==> config.mk <==
export PLATFORM = sky130hd
export DESIGN_NAME = rx_ring_host
export DESIGN_NICKNAME = d
export VERILOG_FILES = /design/src/verilog/rx_ring_pkg.sv /design/src/verilog/rx_mem_port.sv /design/src/verilog/rx_ring_host.sv
export SDC_FILE = /design/constraint.sdc
export NUM_CORES = 1
export LEC_CHECK = 0
export BUFFER_PORTS_ARGS = -buffer_cell sky130_fd_sc_hd__buf_2
export CORE_MARGIN = 2
export CORE_UTILIZATION = 58
export CTS_CLUSTER_SIZE = 12
export DETAILED_ROUTE_END_ITERATION = 7
export PLACE_DENSITY = 0.9
export SLEW_MARGIN = 20
export SYNTH_ARGS = -nofsm -noshare
export SYNTH_HDL_FRONTEND = slang
export SYNTH_SLANG_ARGS = --single-unit
export TNS_END_PERCENT = 1
==> constraint.sdc <==
create_clock -name i_ref_clk -period 9 [get_ports i_ref_clk]
set_clock_uncertainty 0.15 [all_clocks]
set_input_delay 0.9 -clock i_ref_clk [delete_from_list [all_inputs] [get_ports i_ref_clk]]
set_output_delay 0.9 -clock i_ref_clk [all_outputs]
set_load 0.01 [all_outputs]
==> src/verilog/rx_ring_pkg.sv <==
// Purpose: shared constants and types for the receive ring host controller
// Assumes: 16-bit shared memory words, 24-bit byte addresses
// Notes:   descriptor field positions and ring limits live here only
package rx_ring_pkg;

   // descriptor layout
   localparam int unsigned DESC_WORDS   = 4;
   localparam int unsigned RING_MAX     = 128;
   localparam int unsigned OWN_BIT      = 15;
   localparam int unsigned EOR_BIT      = 14;
   localparam int unsigned RSVD_BIT     = 13;
   localparam int unsigned LAST_BIT     = 12;
   localparam int unsigned TYPE_LSB     = 9;
   localparam int unsigned ERR_BIT      = 8;
   localparam int unsigned ADDR_HI_MSB  = 7;
   localparam logic [1:0]  WORD_CTRL    = 2'h0;
   localparam logic [1:0]  WORD_ADDR_LO = 2'h1;
   localparam logic [1:0]  WORD_LEN     = 2'h2;
   localparam logic [1:0]  WORD_MSG_LEN = 2'h3;
   localparam logic [15:0] MIN_BUF_LEN  = 16'h000e;
   localparam logic [15:0] SAFE_BUF_LEN = 16'h0010;
   localparam logic [7:0]  POLL_GAP     = 8'h10;

   // frame type codes written back by the device
   localparam logic [2:0]  FT_SWITCHED_CIRCUIT_FRAME = 3'h0;
   localparam logic [2:0]  FT_FULL_ENQ               = 3'h2;
   localparam logic [2:0]  FT_ENQ_LINK_INTEGRITY     = 3'h3;
   localparam logic [2:0]  FT_ASYNC_STATUS           = 3'h4;
   localparam logic [2:0]  FT_UPDATE_STATUS          = 3'h5;
   localparam logic [2:0]  FT_FULL_STATUS            = 3'h6;
   localparam logic [2:0]  FT_STATUS_LINK_INTEGRITY  = 3'h7;

   typedef enum logic [3:0] {
      ST_IDLE,
      ST_INIT_WR,
      ST_INIT_WAIT,
      ST_POLL,
      ST_POLL_WAIT,
      ST_CNT_WAIT,
      ST_HOLD,
      ST_GIVE_WAIT
   } host_state_t;

   typedef struct packed {
      logic        req;
      logic        we;
      logic [23:0] addr;
      logic [15:0] wdata;
   } mem_cmd_t;

   typedef struct packed {
      logic        valid;
      logic        error;
      logic        last;
      logic [2:0]  ftype;
      logic [6:0]  index;
      logic [15:0] bytes;
   } rx_report_t;

endpackage : rx_ring_pkg

==> src/verilog/rx_mem_port.sv <==
// Purpose: single-word request/acknowledge master toward shared memory
// Assumes: memory holds i_mem_ack high for one cycle per completed access
// Notes:   one access in flight; a new command while busy is dropped
module rx_mem_port (
   // clock and reset
   input  wire logic                  i_ref_clk,
   input  wire logic                  i_rst,
   // command from the ring engine
   input  wire rx_ring_pkg::mem_cmd_t i_cmd,
   output logic                       o_done,
   output logic [15:0]                o_rdata,
   // shared memory side
   output logic                       o_mem_req,
   output logic                       o_mem_we,
   output logic [23:0]                o_mem_addr,
   output logic [15:0]                o_mem_wdata,
   input  wire logic                  i_mem_ack,
   input  wire logic [15:0]           i_mem_rdata
);

   typedef struct packed {
      rx_ring_pkg::mem_cmd_t cmd;
      logic                  done;
      logic [15:0]           rdata;
   } port_regs_t;

   port_regs_t s_q;
   port_regs_t s_d;

   always_comb begin
      s_d      = s_q;
      s_d.done = 1'b0;
      if (!s_q.cmd.req && i_cmd.req) begin
         s_d.cmd = i_cmd;
      end else if (s_q.cmd.req && i_mem_ack) begin
         s_d.cmd.req = 1'b0;
         s_d.done    = 1'b1;
         s_d.rdata   = i_mem_rdata;
      end
   end

   always_ff @(posedge i_ref_clk or posedge i_rst) begin
      if (i_rst) begin
         s_q <= '0;
      end else begin
         s_q <= s_d;
      end
   end

   assign o_done      = s_q.done;
   assign o_rdata     = s_q.rdata;
   assign o_mem_req   = s_q.cmd.req;
   assign o_mem_we    = s_q.cmd.we;
   assign o_mem_addr  = s_q.cmd.addr;
   assign o_mem_wdata = s_q.cmd.wdata;
endmodule : rx_mem_port

==> src/verilog/rx_ring_host.sv <==
// Purpose: host side of one receive descriptor ring on a management channel
// Assumes: device fills buffers by DMA and hands descriptors back
// Notes:   descriptors are polled; there is no interrupt path
//
// Notes on behaviour
// - ownership bit 15 one gives descriptor to device; host sets it after emptying.
// - a ring holds at most 128 descriptors of four 16-bit words each.
// - host sets end-of-ring bit 14 only in the last descriptor.
// - host writes reserved bit 13 of word 0 as zero.
// - error bit counts only when keep-bad-frames is enabled; otherwise ignored.
// - host writes upper buffer address in bits 7:0; device never alters it.
// - host writes low buffer address in word 1; device never alters it.
// - every receive buffer starts on a word-aligned address.
// - word 2 holds negated buffer length; device leaves it unchanged.
// - buffer length must be an even byte count.
// - management channel buffers should be longer than 14 bytes.
// - word 3 length valid only with last-buffer set; else buffer length applies.
module rx_ring_host (
   // clock and reset
   input  wire logic                    i_ref_clk,
   input  wire logic                    i_rst,
   // user orders
   input  wire logic                    i_start,
   input  wire logic [6:0]              i_ring_last,
   input  wire logic [23:0]             i_ring_base,
   input  wire logic [23:0]             i_buf_base,
   input  wire logic [15:0]             i_buf_len,
   input  wire logic                    i_keep_bad_frames_enable,
   input  wire logic                    i_release,
   // user results
   output rx_ring_pkg::rx_report_t     o_rx,
   output logic                         o_busy,
   // shared memory
   output logic                         o_mem_req,
   output logic                         o_mem_we,
   output logic [23:0]                  o_mem_addr,
   output logic [15:0]                  o_mem_wdata,
   input  wire logic                    i_mem_ack,
   input  wire logic [15:0]             i_mem_rdata
);

   typedef struct packed {
      rx_ring_pkg::host_state_t st;
      logic [6:0]               idx;
      logic [6:0]               last;
      logic [1:0]               wsel;
      logic [23:0]              ring_base;
      logic [23:0]              buf_addr;
      logic [15:0]              len;
      logic [15:0]              ctrl;
      logic                     keep_bad;
      logic [7:0]               gap;
      logic                     busy;
      rx_ring_pkg::mem_cmd_t    cmd;
      rx_ring_pkg::rx_report_t  rpt;
   } host_regs_t;

   host_regs_t  s_q;
   host_regs_t  s_d;
   logic        mem_done;
   logic [15:0] mem_rdata;
   logic [15:0] len_even;
   logic [23:0] desc_addr;

   rx_mem_port u_port (
      .i_ref_clk   (i_ref_clk),
      .i_rst       (i_rst),
      .i_cmd       (s_q.cmd),
      .o_done      (mem_done),
      .o_rdata     (mem_rdata),
      .o_mem_req   (o_mem_req),
      .o_mem_we    (o_mem_we),
      .o_mem_addr  (o_mem_addr),
      .o_mem_wdata (o_mem_wdata),
      .i_mem_ack   (i_mem_ack),
      .i_mem_rdata (i_mem_rdata)
   );

   // short buffers are widened, a frame header must fit one buffer
   always_comb begin
      len_even = {i_buf_len[15:1], 1'b0};
      if (len_even <= rx_ring_pkg::MIN_BUF_LEN) begin
         len_even = rx_ring_pkg::SAFE_BUF_LEN;
      end
   end

   // four words of two bytes, eight bytes per slot
   assign desc_addr = s_q.ring_base + {14'h0000, s_q.idx, 3'h0};

   always_comb begin
      s_d           = s_q;
      s_d.cmd.req   = 1'b0;
      s_d.rpt.valid = 1'b0;
      unique case (s_q.st)
         rx_ring_pkg::ST_IDLE: begin
            if (i_start) begin
               s_d.idx       = 7'h00;
               s_d.last      = i_ring_last;
               s_d.wsel      = rx_ring_pkg::WORD_ADDR_LO;
               s_d.ring_base = {i_ring_base[23:1], 1'b0};
               s_d.buf_addr  = {i_buf_base[23:1], 1'b0};
               s_d.len       = len_even;
               s_d.keep_bad  = i_keep_bad_frames_enable;
               s_d.busy      = 1'b1;
               s_d.st        = rx_ring_pkg::ST_INIT_WR;
            end
         end
         rx_ring_pkg::ST_INIT_WR: begin
            s_d.cmd.req  = 1'b1;
            s_d.cmd.we   = 1'b1;
            s_d.cmd.addr = desc_addr + {21'h000000, s_q.wsel, 1'b0};
            unique case (s_q.wsel)
               rx_ring_pkg::WORD_ADDR_LO: s_d.cmd.wdata = {s_q.buf_addr[15:1], 1'b0};
               rx_ring_pkg::WORD_LEN:     s_d.cmd.wdata = 16'h0000 - s_q.len;
               rx_ring_pkg::WORD_MSG_LEN: s_d.cmd.wdata = 16'h0000;
               rx_ring_pkg::WORD_CTRL: begin
                  s_d.cmd.wdata                           = 16'h0000;
                  s_d.cmd.wdata[rx_ring_pkg::OWN_BIT]     = 1'b1;
                  s_d.cmd.wdata[rx_ring_pkg::EOR_BIT]     = (s_q.idx == s_q.last);
                  s_d.cmd.wdata[rx_ring_pkg::ADDR_HI_MSB:0] = s_q.buf_addr[23:16];
               end
            endcase
            s_d.st = rx_ring_pkg::ST_INIT_WAIT;
         end
         rx_ring_pkg::ST_INIT_WAIT: begin
            // ownership word goes last, so the device never sees a half-built slot
            if (mem_done) begin
               s_d.st   = rx_ring_pkg::ST_INIT_WR;
               s_d.wsel = s_q.wsel + 2'h1;
               if (s_q.wsel == rx_ring_pkg::WORD_CTRL) begin
                  s_d.wsel     = rx_ring_pkg::WORD_ADDR_LO;
                  s_d.buf_addr = s_q.buf_addr + {8'h00, s_q.len};
                  s_d.idx      = s_q.idx + 7'h01;
                  if (s_q.idx == s_q.last) begin
                     s_d.idx = 7'h00;
                     s_d.gap = 8'h00;
                     s_d.st  = rx_ring_pkg::ST_POLL;
                  end
               end
            end
         end
         rx_ring_pkg::ST_POLL: begin
            // spacing keeps polling from starving the device's DMA
            if (s_q.gap != 8'h00) begin
               s_d.gap = s_q.gap - 8'h01;
            end else begin
               s_d.cmd.req  = 1'b1;
               s_d.cmd.we   = 1'b0;
               s_d.cmd.addr = desc_addr;
               s_d.st       = rx_ring_pkg::ST_POLL_WAIT;
            end
         end
         rx_ring_pkg::ST_POLL_WAIT: begin
            if (mem_done) begin
               s_d.ctrl = mem_rdata;
               if (mem_rdata[rx_ring_pkg::OWN_BIT]) begin
                  s_d.gap = rx_ring_pkg::POLL_GAP;
                  s_d.st  = rx_ring_pkg::ST_POLL;
               end else begin
                  s_d.cmd.req  = 1'b1;
                  s_d.cmd.we   = 1'b0;
                  s_d.cmd.addr = desc_addr + (mem_rdata[rx_ring_pkg::LAST_BIT] ?
                                 {21'h000000, rx_ring_pkg::WORD_MSG_LEN, 1'b0} :
                                 {21'h000000, rx_ring_pkg::WORD_LEN, 1'b0});
                  s_d.st       = rx_ring_pkg::ST_CNT_WAIT;
               end
            end
         end
         rx_ring_pkg::ST_CNT_WAIT: begin
            if (mem_done) begin
               s_d.rpt.valid = 1'b1;
               s_d.rpt.last  = s_q.ctrl[rx_ring_pkg::LAST_BIT];
               s_d.rpt.ftype = s_q.ctrl[rx_ring_pkg::TYPE_LSB +: 3];
               s_d.rpt.error = s_q.ctrl[rx_ring_pkg::ERR_BIT] & s_q.keep_bad;
               s_d.rpt.index = s_q.idx;
               s_d.rpt.bytes = 16'h0000 - mem_rdata;
               s_d.st        = rx_ring_pkg::ST_HOLD;
            end
         end
         rx_ring_pkg::ST_HOLD: begin
            if (i_release) begin
               s_d.cmd.req   = 1'b1;
               s_d.cmd.we    = 1'b1;
               s_d.cmd.addr  = desc_addr;
               s_d.cmd.wdata = {1'b1, s_q.ctrl[rx_ring_pkg::EOR_BIT], 6'h00,
                                s_q.ctrl[rx_ring_pkg::ADDR_HI_MSB:0]};
               s_d.st        = rx_ring_pkg::ST_GIVE_WAIT;
            end
         end
         rx_ring_pkg::ST_GIVE_WAIT: begin
            if (mem_done) begin
               s_d.idx = s_q.ctrl[rx_ring_pkg::EOR_BIT] ? 7'h00 : s_q.idx + 7'h01;
               s_d.gap = 8'h00;
               s_d.st  = rx_ring_pkg::ST_POLL;
            end
         end
      endcase
   end

   always_ff @(posedge i_ref_clk or posedge i_rst) begin
      if (i_rst) begin
         s_q <= '0;
      end else begin
         s_q <= s_d;
      end
   end

   assign o_rx   = s_q.rpt;
   assign o_busy = s_q.busy;
endmodule : rx_ring_host

Yosys cells after proc, flatten, opt, wreduce, memory -nomap -nowiden
Cells that the tools add are included.
Widths: inputs -> output; s select.

operators by class
  $add $sub $neg = 9
  $lt $le $gt $ge = 1
  eq/ne operators = 23
  multiplexer cells = 42
  bitwise gates (word level) = 2
  reduce and logical (&&, ||, !) cells = 23

operators with widths
  kind                   count
  $pmux 26 s4            1
  $mux 84                1
  $mux 26                3
  $pmux 16 s4            1
  $mux 29                2
  $mux 8                 7
  $add 24x3->24          2
  $mux 24                2
  $pmux 24 s2            1
  $mux 42                1
  $mux 17                2
  $mux 11                3
  $pmux 16 s2            1
  $pmux 4 s8             1
  $pmux 8 s4             1
  $sub 1x16->16 const A  2
  $add 24x10->24         1
  $add 24x16->24         1
  $pmux 7 s3             1
  $eq 4x3->1 const B     4
  $le 16x4->1 const B    1
  $mux 16                1
  $mux 4                 4
  $ne 2x2->1 const B     7
  other kinds (31)       49

storage, ports and cells
  bits in registers = 238
  input port bits = 93
  output and inout port bits = 72
  logic and storage cells = 127

Logic depth before layout (Yosys ltp)
  word-level depth = 5
  depth in mapped cells = 11
  depth with buffers taken out = 11

Hierarchy
A second synthesis with hierarchy kept.

unflattened totals
  cell total of the unflattened synthesis = 1335
  area total of the unflattened synthesis = 12933.7 um^2

by module, submodules not included
  module        times used  cells each  area each (um^2)  sequential area each (um^2)
  rx_ring_host  1           1207        10535.1           4354.2
  rx_mem_port   1           128         2398.6            1476.4

Worst setup path before layout
OpenSTA, ideal clock, no wires.

  kind = reg-to-reg
  start = register s_q[170] in the netlist's numbering
  end = register s_q[65] in the netlist's numbering
  library setup time = 99 ps
  arrival time = 2962 ps
  required time = 8751 ps
  slack = 5788 ps
  stages on the path, launching flop included = 12
  path buffers = 1
  period minus slack after synthesis = 3212 ps
  cells stage by stage = dfrtp_1 > ha_1 > fa_1 > a211o_1 > nand2_2 > and4b_1 > buf_4 > nand2_1 > or4_4 > and4b_1 > a211oi_1 > a311oi_1

on the way
  word-level cells in the longest chain between the ends = 5
  elaborated cells between the ends (all ways) = 8
  classes of those cells = add/sub (3); mux (5)

RTL lines
  what                    RTL line             source
  start, declared         rx_ring_host.sv:58   host_regs_t s_q;
  start signal, assigned  rx_ring_host.sv:202  s_q <= '0;
  start signal, assigned  rx_ring_host.sv:204  s_q <= s_d;
  $add 24x10->24 *        rx_ring_host.sv:88   assign desc_addr = s_q.ring_base + {14'h0000, s_q.idx, 3'h0};
  $add 24x3->24           rx_ring_host.sv:162  s_d.cmd.addr = desc_addr + (mem_rdata[rx_ring_pkg::LAST_BIT] ?
  $mux 26                 rx_ring_host.sv:156  if (mem_rdata[rx_ring_pkg::OWN_BIT]) begin
  $mux 26                 rx_ring_host.sv:154  if (mem_done) begin
  $pmux 26 s4 *           rx_ring_host.sv:94   unique case (s_q.st)

Every way passes the cells marked *; elsewhere a longest branch is shown, timed or not. The select of a mux whose other input is x is not followed.
A chain may end at the register's enable or synchronous reset.

Worst setup path after layout
  start = register s_q[170] in the netlist's numbering
  end = register s_q[67] in the netlist's numbering

Same word-level chain as after synthesis.

==> results.sh <==
export IMPL_synth_nets=1466
export IMPL_gp_routability_congestion=0.9363
export IMPL_pwr_share_clk=0.198
export IMPL_p_sw_uw=2240
export IMPL_p_leak_uw=0.006781
export IMPL_syn_cell_area_sq_mm=0.01275
export IMPL_hp_class="input port to asynchronous set/reset pin"
export IMPL_grt_pass1_wl_um=53560
export IMPL_wl_per_cell_um=18.65
export IMPL_worstPathRequired_ns=9.29
export IMPL_antenna_found_initial=2
export IMPL_ios=165
export IMPL_post_cts_resized=0
export IMPL_cts_hold_fix_buffers=0
export IMPL_timing_fmax_mhz=260.3
export IMPL_fin_setup_tns_ns=0
export IMPL_synthCells=1337
export IMPL_period_needed_ns=3.842
export IMPL_synth_main_ff_cell="dfrtp_1"
export IMPL_synth_edf_count=0
export IMPL_ys_ff_latch=232
export IMPL_die_y_um=152.3
export IMPL_wl_um=32450
export IMPL_via_count=10720
export IMPL_crit_slowest_cell="or4_1"
export IMPL_syn_to_final_growth_pct=12.82
export IMPL_cts_root_buf="clkbuf_16"
export IMPL_drtAntennaViolNets=0
export IMPL_grt_pass1_vias=10740
export IMPL_core_area_sq_mm=0.02169
export IMPL_dieArea_sq_mm=0.02318
export IMPL_power_uw=5388
export IMPL_p_int_uw=3148
export IMPL_cp_start_kind="flop"
export IMPL_die_w_um=152.3
export IMPL_cp_end_kind="flop"
export IMPL_tightest_slew_ns=0.9224
export IMPL_rsz0062_at_grt="false"
export IMPL_cts_setup_buffers=0
export IMPL_max_cap_violations=0
export IMPL_critPathMaxStageDelay_ns=0.54
export IMPL_yosysUniqueCellTypes=82
export IMPL_clockBufferDepth=3
export IMPL_numPortBuffers=160
export IMPL_powerDensity_mw_per_mm2=374.6
export IMPL_initial_core_util=0.5878
export IMPL_grt_max_degree=87
export IMPL_post_dp_hpwl_um=22880
export IMPL_synth_top_cell_area_share=0.4554
export IMPL_drcViolationCount=0
export IMPL_clk_latency_ns=0.52
export IMPL_status="completed"
export IMPL_clk_pin_slew_worst_paths_ns=0.06
export IMPL_nFillCells=1674
export IMPL_finalMaxSlewViolations=0
export IMPL_dp_slack_ns=5.321
export IMPL_seqPwrFrac=0.363
export IMPL_relSlewSlack=0.3828
export IMPL_arrival_ns=4.14
export IMPL_fin_crit_sh=0.4269
export IMPL_grt_ovfl_total=0
export IMPL_num_nets_final=1567
export IMPL_synth_seq_area_share=0.4554
export IMPL_drive_above_1_share=0.2209
export IMPL_via_per_inst=6.159
export IMPL_vdd_drop_max_mv=0.1660
export IMPL_avgSynthCellArea_sq_um=9.535
export IMPL_crit_chain="ha_1 -> fa_1 -> a211oi_4 -> o21ai_0 -> a21oi_1 -> o211ai_1 -> a21boi_0 -> nand4_1 -> or4_1 -> a31oi_1"
export IMPL_setup_viol=0
export IMPL_worst_slack_ns=5.158
export IMPL_cts_sinks=232
export IMPL_critPathTopFamily="compound AO/OA/AOI/OAI gates"
export IMPL_worst_path_buf_inv=0
export IMPL_dr_pass1_iters=6
export IMPL_pwr_share_comb=0.439
export IMPL_cts_max_level=1
export IMPL_yosysTopAreaCell="dfrtp_1"
export IMPL_grtUsageTotal=0.2778
export IMPL_synthTopCellsByArea="dfrtp_1, mux2_2, nand2_1"
export IMPL_cp_max_fo=7
export IMPL_synth_yosys_warnings=0
export IMPL_hold_violations=0
export IMPL_cts_tree="yes"
export IMPL_core_rowCount=54
export IMPL_setup_worst_path_class="flop to flop"
export IMPL_p_sw_frac=0.4157
export IMPL_ys_async_sr_fraction=1.000
export IMPL_drt_initial_drc_count=1035
export IMPL_cts_made_buffers=26
-- sequential cells by signal, indices dropped and copies added, names as in the netlist, 16 cells and up --
name                count
u_port.o_mem_wdata     16
u_port.o_rdata         16
s_q                   144
o_rx                   29
u_port.o_mem_addr      23
-- final timing paths --
check,start,end,slack (ns),cells past startpoint
worst max-delay path,s_q[170]$_DFFE_PP0P_,s_q[67]$_DFFE_PP0P_,5.16,10
worst min-delay path,i_rst,o_rx[16]$_DFFE_PP0P_,0.30,2
worst max register to register,s_q[170]$_DFFE_PP0P_,s_q[67]$_DFFE_PP0P_,5.16,10
worst min register to register,o_busy$_DFFE_PP0P_,o_busy$_DFFE_PP0P_,0.32,1
max in group asynchronous,i_rst,s_q[127]$_DFFE_PP0P_,7.11,3
min in group i_ref_clk,o_busy$_DFFE_PP0P_,o_busy$_DFFE_PP0P_,0.32,1
-- Yosys cell counts (all sizes together), types with 8 or more instances --
| library cell | instances |
|---|---|
| mux2 | 81 |
| nor3 | 26 |
| nor2b | 15 |
| nor4 | 14 |
| o21ai | 97 |
| nand2b | 18 |
| a21oi | 37 |
| and3 | 12 |
| a221o | 12 |
| o21a | 14 |
| a31oi | 23 |
| buf | 48 |
| clkbuf | 48 |
| nor2 | 78 |
| a211oi | 10 |
| a211o | 9 |
| o211ai | 10 |
| inv | 37 |
| or2 | 10 |
| dfrtp | 232 |
| xnor2 | 32 |
| ha | 33 |
| a22oi | 16 |
| nand2 | 232 |
| a32oi | 8 |
| nand3 | 34 |
| xor2 | 26 |
| or4 | 8 |
-- final cells by class --
class                      count  area [sq um]  area share
multi-input combinational    972          6334      0.4404
sequential                   232          5806      0.4037
timing repair buffer         169         872.1     0.06064
clock buffer                  43         815.8     0.05672
tap                          280         350.3     0.02436
inverter                      37         146.4     0.01018
clock inverter                 5         53.80    0.003741
antenna                        2         5.005   0.0003480
-- layer usage --
| metal | wire length [um] | up-vias | track usage |
|---|---|---|---|
| met5 | 0 | - | 0 |
| met4 | 1475 | 0 | 0.1273 |
| met3 | 2320 | 120 | 0.03697 |
| met2 | 15740 | 496 | 0.4723 |
| met1 | 12910 | 5161 | 0.3563 |
| li1 | - | 4940 | - |
-- stage by stage --
| step | cell area [sq um] | hold slack (ns) | utilization | cells |
|---|---|---|---|---|
| 2_1_floorplan | 12750 | 0.2919 | - | 1337 |
| 3_3_place_gp | 13500 | 0.2978 | 0.6224 | 1690 |
| 3_5_place_dp | 13500 | 0.3080 | 0.6224 | 1690 |
| 4_1_cts | 14370 | 0.3191 | 0.6625 | 1738 |
| 5_1_grt | 14380 | 0.3489 | 0.6631 | 1740 |
| 6_report | 14380 | 0.3033 | 0.6631 | 1740 |
-- power by group through the flow --
| stage | Sequential (uW) | Clock (uW) | Combinational, uW |
|---|---|---|---|
| global placement | 1920 | 0 | 2200 |
| floorplan | 1810 | 0 | 1810 |
| CTS | 1940 | 1080 | 2340 |
| global route | 2010 | 1120 | 2610 |
| detailed placement | 1950 | 0 | 2320 |
| finish | 1950 | 1070 | 2370 |
-- worst register-to-register path, stage by stage, from the launching register on --
cell      delay (ns)
dfrtp_1         0.48
ha_1            0.28
fa_1            0.46
a211oi_4        0.34
o21ai_0         0.29
a21oi_1         0.32
o211ai_1        0.18
a21boi_0        0.36
nand4_1         0.17
or4_1           0.54
a31oi_1         0.19
-- logic make-up after synthesis --
| kind of cell | Yosys count | synth area share |
|---|---|---|
| AND/OR/NAND/NOR | 492 | 0.1836 |
| AO/OA/AOI/OAI | 301 | 0.1592 |
| XOR/XNOR | 58 | 0.04044 |
| other | 1 | 0.0002942 |
| adder cells (fa/ha/maj) | 36 | 0.03710 |
| flip-flops | 232 | 0.4554 |
| multiplexers | 84 | 0.07390 |
| buffers and inverters | 133 | 0.05005 |
-- layout by cell type (no fill, tap or decap), drive strengths merged, types with 6 or more instances in the layout --
cell type / count
a21o: 7
a221o: 12
nor2: 78
nand3: 34
nor4: 14
or3: 7
ha: 33
nand3b: 6
a211oi: 10
a31oi: 23
and3: 12
xor2: 26
o311ai: 7
nand2b: 18
nand2: 232
a211o: 9
nor2b: 15
o21ai: 97
or4: 8
o21a: 14
clkbuf: 43
inv: 38
xnor2: 32
o211ai: 10
a21oi: 37
nor3: 26
or2: 10
buf: 169
o22ai: 6
o22a: 6
nand4: 7
dfrtp: 232
a32oi: 8
mux2: 81
a22oi: 16
Power figures use the tool's default switching activity.
